--- config.mk ---
export PLATFORM = sky130hd
export DESIGN_NAME = mcu_alu_branch_exec
export DESIGN_NICKNAME = d
export VERILOG_FILES = /design/src/mcu_alu_pkg.sv /design/src/mcu_alu_branch_exec.sv
export SDC_FILE = /design/constraint.sdc
export NUM_CORES = 1
export LEC_CHECK = 0
export BUFFER_PORTS_ARGS = -buffer_cell sky130_fd_sc_hd__buf_2
export CORE_ASPECT_RATIO = 1.2
export CORE_MARGIN = 4
export CORE_UTILIZATION = 64
export DETAILED_ROUTE_END_ITERATION = 10
export GPL_ROUTABILITY_DRIVEN = 1
export HOLD_SLACK_MARGIN = 0.03
export MAX_ROUTING_LAYER = met4
export PLACE_DENSITY = 0.91
export SLEW_MARGIN = 20
export SYNTH_ARGS = -nofsm -noshare
export SYNTH_HDL_FRONTEND = slang
export SYNTH_SLANG_ARGS = --single-unit
--- constraint.sdc ---
create_clock -name sys_clk -period 15.66 [get_ports sys_clk]
set_input_delay 0 -clock sys_clk [delete_from_list [all_inputs] [get_ports sys_clk]]
set_output_delay 0 -clock sys_clk [all_outputs]
set_load 0.02 [all_outputs]
--- src/mcu_alu_pkg.sv ---
package mcu_alu_pkg;
  // ---------------------------------------------------------------
  // operation codes from the decoder
  // ---------------------------------------------------------------
  typedef enum logic [5:0] {
    add_op, add_carry_op, pair_add_imm_op, subtract_op, subtract_imm_op,
    borrow_subtract_op, borrow_subtract_imm_op, pair_subtract_imm_op,
    and_op, and_imm_op, or_op, inclusive_or_imm_op, xor_registers_op,
    ones_invert_op, twos_complement_op, set_bits_mask_op, clear_bits_mask_op,
    plus_one_op, minus_one_op, zero_minus_test_op,
    product_unsigned_op, product_signed_op, product_mixed_sign_op,
    fractional_product_unsigned_op, fractional_product_signed_op,
    fractional_product_mixed_op,
    relative_jump_op, pointer_jump_op, relative_call_op, pointer_call_op,
    subroutine_exit_op
  } op_e;

  // ---------------------------------------------------------------
  // cycle counts, constants, field positions
  // ---------------------------------------------------------------
  localparam logic [2:0]  CYC_SINGLE = 3'h1;
  localparam logic [2:0]  CYC_WORD   = 3'h2;
  localparam logic [2:0]  CYC_MUL    = 3'h2;
  localparam logic [2:0]  CYC_JUMP   = 3'h2;
  localparam logic [2:0]  CYC_CALL   = 3'h3;
  localparam logic [2:0]  CYC_EXIT   = 3'h4;
  localparam logic [7:0]  BYTE_ONES  = 8'hFF;
  localparam logic [7:0]  BYTE_ZERO  = 8'h00;
  localparam logic [7:0]  BYTE_ONE   = 8'h01;
  localparam logic [7:0]  BYTE_MIN   = 8'h80;
  localparam logic [15:0] PC_RESET   = 16'h0000;
  localparam logic [15:0] PC_STEP    = 16'h0001;
  localparam int          MSB        = 7;
  localparam int          HALF       = 3;
  localparam int          WORD_MSB   = 15;
  localparam int          IMM_W      = 6;
  localparam int          OFF_W      = 12;
  // flag vector positions
  localparam int          F_C        = 0;
  localparam int          F_Z        = 1;
  localparam int          F_N        = 2;
  localparam int          F_V        = 3;
  localparam int          F_S        = 4;
  localparam int          F_H        = 5;
  localparam logic [5:0]  FLAGS_RESET = 6'h00;
  // flag update masks {H,S,V,N,Z,C}
  localparam logic [5:0]  M_ARITH    = 6'h3F;
  localparam logic [5:0]  M_WORD     = 6'h1F;
  localparam logic [5:0]  M_LOGIC    = 6'h1E;
  localparam logic [5:0]  M_MUL      = 6'h03;
  localparam logic [5:0]  M_NONE     = 6'h00;
endpackage : mcu_alu_pkg

--- src/mcu_alu_branch_exec.sv ---
`timescale 1ns/1ns
`default_nettype none
module mcu_alu_branch_exec (
  input  wire logic                sys_clk,
  input  wire logic                rst_n,
  input  wire logic                opValid,
  input  wire mcu_alu_pkg::op_e    opCode,
  input  wire logic [7:0]          dstVal,
  input  wire logic [7:0]          source_reg,
  input  wire logic [15:0]         pairVal,
  input  wire logic [15:0]         zPtr,
  input  wire logic [11:0]         relOffset,
  input  wire logic [15:0]         stackTop,
  output logic                     ready,
  output logic                     done,
  output logic                     wrByte,
  output logic                     wrPair,
  output logic                     wrProduct,
  output logic [15:0]              wrData,
  output logic [5:0]               statusFlags,
  output logic [15:0]              pc,
  output logic                     stackPush,
  output logic [15:0]              stackData,
  output logic                     stackPop
);
  import mcu_alu_pkg::*;

  // ---------------------------------------------------------------
  // sequencing state and held operands
  // ---------------------------------------------------------------
  typedef enum {IDLE, WAIT} seq_e;
  seq_e        state, next_state;
  logic [2:0]  cnt, next_cnt;
  typedef struct packed {
    op_e         op;
    logic [7:0]  dst, src;
    logic [15:0] pair, ptr, top;
    logic [11:0] off;
  } held_s;
  held_s       held, next_held;
  logic        take, commit;
  // operands seen by the datapath: live when idle, held while waiting
  op_e         curOp;
  logic [7:0]  curDst, curSrc;
  logic [15:0] curPair, curPtr, curTop;
  logic [11:0] curOff;
  // ---------------------------------------------------------------
  // datapath
  // ---------------------------------------------------------------
  logic [7:0]  opA, opB, ar, lr;
  logic        carryIn, useSub;
  logic [8:0]  sum, diff;
  logic        addC, addH, addV, subC, subH, subV;
  logic [15:0] word, aS, bS, prod, cRes, cPc;
  logic [31:0] prod32;
  logic [5:0]  cFlags, cMask;
  logic [2:0]  cCyc;
  logic        cByte, cPair, cProd, cPush, cPop, fz, fn, fv;
  assign take   = opValid && ready;
  assign curOp  = (state == IDLE) ? opCode : held.op;
  assign curDst = (state == IDLE) ? dstVal : held.dst;
  assign curSrc = (state == IDLE) ? source_reg : held.src;
  assign curPair = (state == IDLE) ? pairVal : held.pair;
  assign curPtr = (state == IDLE) ? zPtr : held.ptr;
  assign curTop = (state == IDLE) ? stackTop : held.top;
  assign curOff = (state == IDLE) ? relOffset : held.off;
  // operand selection for the byte adder and subtracter
  always_comb
  begin : operands
    opA     = curDst;
    opB     = curSrc;
    carryIn = 1'b0;
    useSub  = 1'b0;
    unique case (curOp)
      add_carry_op: carryIn = statusFlags[F_C];
      subtract_op, subtract_imm_op: useSub = 1'b1;
      borrow_subtract_op, borrow_subtract_imm_op:
      begin
        useSub  = 1'b1;
        carryIn = statusFlags[F_C];
      end
      twos_complement_op:
      begin
        opA    = BYTE_ZERO;
        opB    = curDst;
        useSub = 1'b1;
      end
      plus_one_op: opB = BYTE_ONE;
      minus_one_op:
      begin
        opB    = BYTE_ONE;
        useSub = 1'b1;
      end
      default: ;
    endcase
  end
  // adder, subtracter and their carry, half carry and overflow
  always_comb
  begin : arith
    sum  = {1'b0, opA} + {1'b0, opB} + {8'h00, carryIn};
    diff = {1'b0, opA} - {1'b0, opB} - {8'h00, carryIn};
    ar   = useSub ? diff[MSB:0] : sum[MSB:0];
    addC = (opA[MSB] & opB[MSB]) | (opB[MSB] & ~ar[MSB]) | (~ar[MSB] & opA[MSB]);
    addH = (opA[HALF] & opB[HALF]) | (opB[HALF] & ~ar[HALF]) | (~ar[HALF] & opA[HALF]);
    addV = (opA[MSB] & opB[MSB] & ~ar[MSB]) | (~opA[MSB] & ~opB[MSB] & ar[MSB]);
    subC = (~opA[MSB] & opB[MSB]) | (opB[MSB] & ar[MSB]) | (ar[MSB] & ~opA[MSB]);
    subH = (~opA[HALF] & opB[HALF]) | (opB[HALF] & ar[HALF]) | (ar[HALF] & ~opA[HALF]);
    subV = (opA[MSB] & ~opB[MSB] & ~ar[MSB]) | (~opA[MSB] & opB[MSB] & ar[MSB]);
  end
  // pair arithmetic and signed or unsigned 8x8 product
  always_comb
  begin : wide
    if (curOp == pair_subtract_imm_op)
      word = curPair - {{(16 - IMM_W){1'b0}}, curSrc[IMM_W-1:0]};
    else
      word = curPair + {{(16 - IMM_W){1'b0}}, curSrc[IMM_W-1:0]};
    aS = {8'h00, curDst};
    bS = {8'h00, curSrc};
    if (curOp inside {product_signed_op, product_mixed_sign_op,
                      fractional_product_signed_op, fractional_product_mixed_op})
      aS = {{8{curDst[MSB]}}, curDst};
    if (curOp inside {product_signed_op, fractional_product_signed_op})
      bS = {{8{curSrc[MSB]}}, curSrc};
    prod32 = aS * bS;
    prod   = prod32[WORD_MSB:0];
  end
  // result, flags, cycle count and program counter per operation
  always_comb
  begin : select
    lr     = BYTE_ZERO;
    cRes   = {8'h00, ar};
    cMask  = M_NONE;
    cCyc   = CYC_SINGLE;
    cByte  = 1'b0;
    cPair  = 1'b0;
    cProd  = 1'b0;
    cPush  = 1'b0;
    cPop   = 1'b0;
    cPc    = pc + PC_STEP;
    fz     = (ar == BYTE_ZERO);
    fn     = ar[MSB];
    fv     = useSub ? subV : addV;
    cFlags = {useSub ? subH : addH, fn ^ fv, fv, fn, fz, useSub ? subC : addC};
    unique case (curOp)
      add_op, add_carry_op, subtract_op, subtract_imm_op, borrow_subtract_op,
      borrow_subtract_imm_op, twos_complement_op:
      begin
        cByte = 1'b1;
        cMask = M_ARITH;
        if (curOp == twos_complement_op)
          cFlags = {ar[HALF] | curDst[HALF], fn ^ (ar == BYTE_MIN),
                    ar == BYTE_MIN, fn, fz, ar != BYTE_ZERO};
      end
      plus_one_op, minus_one_op:
      begin
        cByte = 1'b1;
        cMask = M_LOGIC;
      end
      and_op, and_imm_op, or_op, inclusive_or_imm_op, xor_registers_op,
      ones_invert_op, set_bits_mask_op, clear_bits_mask_op, zero_minus_test_op:
      begin
        unique case (curOp)
          and_op, and_imm_op: lr = curDst & curSrc;
          or_op, inclusive_or_imm_op: lr = curDst | curSrc;
          xor_registers_op: lr = curDst ^ curSrc;
          ones_invert_op: lr = BYTE_ONES - curDst;
          set_bits_mask_op: lr = curDst | curSrc;
          clear_bits_mask_op: lr = curDst & (BYTE_ONES - curSrc);
          default: lr = curDst & curDst;
        endcase
        cRes   = {8'h00, lr};
        cByte  = 1'b1;
        cMask  = (curOp == ones_invert_op) ? M_WORD : M_LOGIC;
        cFlags = {1'b0, lr[MSB], 1'b0, lr[MSB], lr == BYTE_ZERO,
                  curOp == ones_invert_op};
      end
      pair_add_imm_op, pair_subtract_imm_op:
      begin
        cRes  = word;
        cPair = 1'b1;
        cCyc  = CYC_WORD;
        cMask = M_WORD;
        fv    = (curOp == pair_add_imm_op) ? (~curPair[WORD_MSB] & word[WORD_MSB])
                                           : (curPair[WORD_MSB] & ~word[WORD_MSB]);
        cFlags = {1'b0, word[WORD_MSB] ^ fv, fv, word[WORD_MSB], word == 16'h0000,
                  (curOp == pair_add_imm_op) ? (~word[WORD_MSB] & curPair[WORD_MSB])
                                             : (word[WORD_MSB] & ~curPair[WORD_MSB])};
      end
      product_unsigned_op, product_signed_op, product_mixed_sign_op,
      fractional_product_unsigned_op, fractional_product_signed_op,
      fractional_product_mixed_op:
      begin
        cProd = 1'b1;
        cCyc  = CYC_MUL;
        cMask = M_MUL;
        if (curOp inside {product_unsigned_op, product_signed_op, product_mixed_sign_op})
          cRes = prod;
        else
          cRes = {prod[WORD_MSB-1:0], 1'b0};
        cFlags = {4'h0, cRes == 16'h0000, prod[WORD_MSB]};
      end
      relative_jump_op, relative_call_op:
      begin
        cPc   = pc + {{(16 - OFF_W){curOff[OFF_W-1]}}, curOff} + PC_STEP;
        cCyc  = (curOp == relative_call_op) ? CYC_CALL : CYC_JUMP;
        cPush = (curOp == relative_call_op);
      end
      pointer_jump_op:
      begin
        cPc  = curPtr;
        cCyc = CYC_JUMP;
      end
      pointer_call_op:
      begin
        cPc   = curPtr;
        cCyc  = CYC_CALL;
        cPush = 1'b1;
      end
      subroutine_exit_op:
      begin
        cPc  = curTop;
        cCyc = CYC_EXIT;
        cPop = 1'b1;
      end
      default: ;
    endcase
  end
  // ---------------------------------------------------------------
  // sequencer: take, wait out the cycle count, commit
  // ---------------------------------------------------------------
  logic        next_ready, next_done, next_wrByte, next_wrPair, next_wrProduct;
  logic        next_stackPush, next_stackPop;
  logic [15:0] next_wrData, next_pc, next_stackData;
  logic [5:0]  next_statusFlags;
  assign commit = (take && cCyc == CYC_SINGLE) || (state == WAIT && cnt == CYC_SINGLE);
  // next values of sequencing state and outputs
  always_comb
  begin : seq_next
    next_state       = state;
    next_cnt         = cnt;
    next_held        = held;
    next_done        = commit;
    next_wrByte      = commit && cByte;
    next_wrPair      = commit && cPair;
    next_wrProduct   = commit && cProd;
    next_stackPush   = commit && cPush;
    next_stackPop    = commit && cPop;
    next_wrData      = commit ? cRes : wrData;
    next_stackData   = commit ? pc + PC_STEP : stackData;
    next_pc          = commit ? cPc : pc;
    next_statusFlags = commit ? ((statusFlags & ~cMask) | (cFlags & cMask)) : statusFlags;
    if (take && cCyc != CYC_SINGLE)
    begin
      next_state    = WAIT;
      next_cnt      = cCyc - CYC_SINGLE;
      next_held     = {opCode, dstVal, source_reg, pairVal, zPtr, stackTop, relOffset};
    end
    else if (state == WAIT)
    begin
      next_cnt = cnt - CYC_SINGLE;
      if (cnt == CYC_SINGLE)
        next_state = IDLE;
    end
    next_ready = (next_state == IDLE);
  end
  // registers of the sequencer and all outputs
  always_ff @(posedge sys_clk or negedge rst_n)
  begin : seq_regs
    if (!rst_n)
    begin
      state       <= IDLE;
      cnt         <= 3'h0;
      held        <= '0;
      ready       <= 1'b1;
      done        <= 1'b0;
      wrByte      <= 1'b0;
      wrPair      <= 1'b0;
      wrProduct   <= 1'b0;
      stackPush   <= 1'b0;
      stackPop    <= 1'b0;
      wrData      <= 16'h0000;
      stackData   <= 16'h0000;
      pc          <= PC_RESET;
      statusFlags <= FLAGS_RESET;
    end
    else
    begin
      state       <= next_state;
      cnt         <= next_cnt;
      held        <= next_held;
      ready       <= next_ready;
      done        <= next_done;
      wrByte      <= next_wrByte;
      wrPair      <= next_wrPair;
      wrProduct   <= next_wrProduct;
      stackPush   <= next_stackPush;
      stackPop    <= next_stackPop;
      wrData      <= next_wrData;
      stackData   <= next_stackData;
      pc          <= next_pc;
      statusFlags <= next_statusFlags;
    end
  end
endmodule : mcu_alu_branch_exec
`default_nettype wire

==> run_summary.xml <==
<?xml version="1.0" encoding="UTF-8"?>
<metrics>
  <group name="status">
    <metric name="status" unit="">complete, no violations</metric>
  </group>
  <group name="place">
    <metric name="place_congestion" unit="">0.967</metric>
    <metric name="place.port_buffers" unit="">145</metric>
    <metric name="detailedPlacementHpwl" unit="mm">36.8</metric>
  </group>
  <group name="drt">
    <metric name="drc" unit="">0</metric>
    <metric name="drtAntennaViolNets" unit="">0</metric>
    <metric name="drtPass1Iterations" unit="">6</metric>
    <metric name="drt-vias-per-instance" unit="">6.45</metric>
    <metric name="routed_wl" unit="mm">53.2</metric>
    <metric name="routed_wire_length_per_instance" unit="um">22.2</metric>
    <metric name="iteration_0_drc_markers" unit="">1640</metric>
    <metric name="via_count" unit="">15500</metric>
  </group>
  <group name="timing">
    <metric name="fin_tns_setup" unit="ps">0</metric>
    <metric name="timing.max_slew.rel_slack" unit="%">28.6</metric>
    <metric name="period_share" unit="%">57.1</metric>
    <metric name="timing.final.setup_violations" unit="">0</metric>
    <metric name="finalWorstPathRequiredPeriod" unit="ps">8940</metric>
    <metric name="finalMaxSlewViolations" unit="">0</metric>
    <metric name="finClkSkew" unit="ps">14.1</metric>
    <metric name="tightest_slew" unit="ps">1070</metric>
    <metric name="timing.final.hold_violations" unit="">0</metric>
    <metric name="rsz0062_at_grt" unit="">no</metric>
    <metric name="max_clock_freq" unit="MHz">112</metric>
  </group>
  <group name="grt">
    <metric name="first_global_vias" unit="">15500</metric>
    <metric name="grt_max_degree" unit="">118</metric>
    <metric name="grt_first_pass_wirelength" unit="mm">83.7</metric>
    <metric name="grtUsageMet1" unit="%">44.3</metric>
    <metric name="grt.met3_usage" unit="%">6.62</metric>
    <metric name="overflow" unit="">0</metric>
    <metric name="grtUsageTotal" unit="%">38.2</metric>
    <metric name="globalRoute.busiestLayer" unit="">met2</metric>
    <metric name="globalRouteMet2Util" unit="%">64.1</metric>
    <metric name="antenna_violations_before_repair" unit="">2</metric>
  </group>
  <group name="setup_path">
    <metric name="worst_setup_path_type" unit="">reg2reg</metric>
    <metric name="worst_endpoint_data_arrival_time" unit="ps">9280</metric>
    <metric name="slowest_stage" unit="">mux2i_1</metric>
    <metric name="worst_path_dominant_cell_family" unit="">adder cells</metric>
    <metric name="endpoint_kind" unit="">flip-flop</metric>
    <metric name="worstPathBufferInverterCount" unit="">6</metric>
    <metric name="critPathMaxFanout" unit="">52</metric>
    <metric name="cp_data_required_time" unit="ps">16000</metric>
    <metric name="cp-start-kind" unit="">flip-flop</metric>
    <metric name="delay_of_the_slowest_cell_on_the_worst_path" unit="ps">830</metric>
  </group>
  <group name="clocking">
    <metric name="cts-resized-gates" unit="">0</metric>
    <metric name="max-clock-path-buffers" unit="">2</metric>
    <metric name="cts_buffers" unit="">17</metric>
    <metric name="cts_clock_pin_slew_for_the_worst_setup_and_hold_paths" unit="ps">80</metric>
    <metric name="worst_skew_pair.late_latency" unit="ps">450</metric>
    <metric name="htree_num_levels" unit="">4</metric>
    <metric name="ctsRootBufferMaster" unit="">clkbuf_16</metric>
    <metric name="tritoncts_clock_tree" unit="">done</metric>
    <metric name="tritoncts_num_sinks" unit="">178</metric>
  </group>
  <group name="die">
    <metric name="total_die_area" unit="um2">28700</metric>
    <metric name="row_count" unit="">64</metric>
    <metric name="core_area" unit="um2">25500</metric>
    <metric name="dieHeight" unit="um">185</metric>
    <metric name="fp.dieW" unit="um">155</metric>
    <metric name="initial_utilization" unit="%">65.2</metric>
    <metric name="io_pins" unit="">146</metric>
  </group>
  <group name="min_path">
    <metric name="timing.hold.worst.class" unit="">in2reg</metric>
  </group>
  <group name="logic_synthesis">
    <metric name="syn_nets" unit="">2169</metric>
    <metric name="post-synth-top-area-fraction" unit="%">26.6</metric>
    <metric name="synthesis.instances" unit="">1883</metric>
    <metric name="synth_area" unit="um2">16700</metric>
    <metric name="syn_avg_cell_area" unit="um2">8.85</metric>
    <metric name="post_synth_main_area_contributors" unit="">dfrtp_1, ha_1, fa_1, mux2_2, nand2_1</metric>
    <metric name="synthDistinctLibCells" unit="">93</metric>
    <metric name="yosysWarningCount" unit="">0</metric>
    <metric name="yosys_most_used_dff" unit="">dfrtp_1</metric>
    <metric name="synth_edf_count" unit="">0</metric>
    <metric name="synth.largest_area_cell" unit="">dfrtp_1</metric>
    <metric name="synth-seq-area-share" unit="%">26.7</metric>
    <metric name="postSynthRegisterBits" unit="">178</metric>
    <metric name="post_synthesis_async_set_or_reset_flop_share" unit="%">100</metric>
  </group>
  <group name="layout">
    <metric name="area_growth_from_synthesis_to_layout" unit="%">14.0</metric>
    <metric name="nFillCells" unit="">1749</metric>
    <metric name="layout.nets" unit="">2342</metric>
    <metric name="layout_common_cells" unit="">nand2_1, dfrtp_1, inv_1</metric>
    <metric name="seq_area" unit="um2">4460</metric>
    <metric name="mostFrequentLayoutCell" unit="">nand2_1</metric>
    <metric name="post_route_cells_drive_above_1_share" unit="%">16.5</metric>
    <metric name="multi_input_area" unit="um2">11300</metric>
  </group>
  <group name="job">
    <metric name="max_cap_violations" unit="">0</metric>
  </group>
</metrics>
[cell usage after synthesis, drive strengths merged, types with 12 or more instances]
| library cell | instances |
|---|---|
| a211oi | 14 |
| a21o | 20 |
| a21oi | 115 |
| a31oi | 12 |
| and3 | 15 |
| buf | 28 |
| clkbuf | 62 |
| dfrtp | 177 |
| fa | 73 |
| ha | 128 |
| inv | 155 |
| mux2 | 97 |
| mux2i | 55 |
| nand2 | 246 |
| nand2b | 16 |
| nand3 | 35 |
| nor2 | 143 |
| nor2b | 41 |
| nor3 | 38 |
| nor3b | 13 |
| nor4 | 21 |
| o21a | 16 |
| o21ai | 77 |
| o22ai | 24 |
| xnor2 | 72 |
| xor2 | 33 |
[flip-flops by register name (all words and copies together) (netlist names), named ones only]
register / flops
wrPair: 1
done: 1
stackPop: 1
wrProduct: 1
held: 82
state: 32
pc: 16
ready: 1
wrByte: 1
stackData: 16
stackPush: 1
cnt: 3
wrData: 16
[path summary, 6_finish.rpt]
kind	from	end	slack, ps	cells after the start
setup / recovery	state[1]	wrData[15]	6720	27
hold / removal	opCode[2]	held[78]	90	2
setup reg to reg	state[1]	wrData[15]	6720	27
hold reg to reg	stackData[1]	stackData[1]	460	2
max in group asynchronous	rst_n	asynchronous set/reset pin	14070	3
min in group asynchronous	rst_n	stackData[12]	200	2
[metrics by stage]
stage          hold slack [ps]  std cells  utilization (%)  area (um2)  worst slack, ps
6_report                  85.3       2402             74.4       19000             6720
2_1_floorplan             -296       1883                -       16700             8000
3_3_place_gp               215       2286             68.8       17600             7110
3_5_place_dp               220       2286             68.8       17600             6830
5_1_grt                   92.3       2401             74.3       19000             6170
4_1_cts                   50.0       2399             74.3       19000             6810
[cell type report]
type                            instances  area share, %
Antenna cell                            3         0.0395
Clock buffer                           17           2.24
Clock inverter                         15          0.883
Inverter                              158           3.12
Multi-Input combinational cell       1457           59.2
Sequential cell                       178           23.5
Tap cell                              330           2.17
Timing Repair Buffer                  244           8.85
[worst register-to-register path, cell delays in order (launching register included)]
cell     delay, ps
dfrtp_1        420
nor4_4         400
nand4_2        390
nor2_4         430
buf_4          600
mux2i_1        850
nor2_1         150
ha_1           390
xnor2_1        460
inv_1          120
fa_1           470
fa_1           510
inv_1           50
fa_1           530
inv_1           50
fa_1           470
inv_1           50
fa_1           470
inv_1           50
ha_1           370
nand3_1        120
nand2_1         60
a41o_1         220
o41ai_1        260
xnor3_1        500
nand2_1        120
a21oi_1         80
o31a_1         240
[routing by layer]
| metal | share of wire [%] | vias to the layer above | wire, um |
|---|---|---|---|
| met1 | 37 | 7469 | 19600 |
| met5 | 0 | - | 0 |
| met4 | 5.8 | 0 | 3100 |
| met2 | 50 | 911 | 26600 |
| met3 | 7.4 | 237 | 3910 |
| li1 | - | 6883 | - |
[cells by family (layout without fill, tap and decap cells)]
group,count (synthesis),count (layout),share of synthesized area [%]
and+or+nand+nor,619,619,18.1
AOI/OAI and AO/OA,376,376,14.8
buffers and inverters,248,434,5.82
adders and majority gates,201,201,18.4
DFF,178,178,26.7
muxes,152,152,10.0
xor gates and xnor gates,109,109,6.22
other,0,3,0
[what timing repair did]
action	CTS	global route
hold buffers	81	0
buffers inserted	0	0
endpoints found under the hold margin	198	0
Power is left out: the tool's default activity adds up to more than one toggle a clock period on the data nets, which glitch-free logic cannot reach.
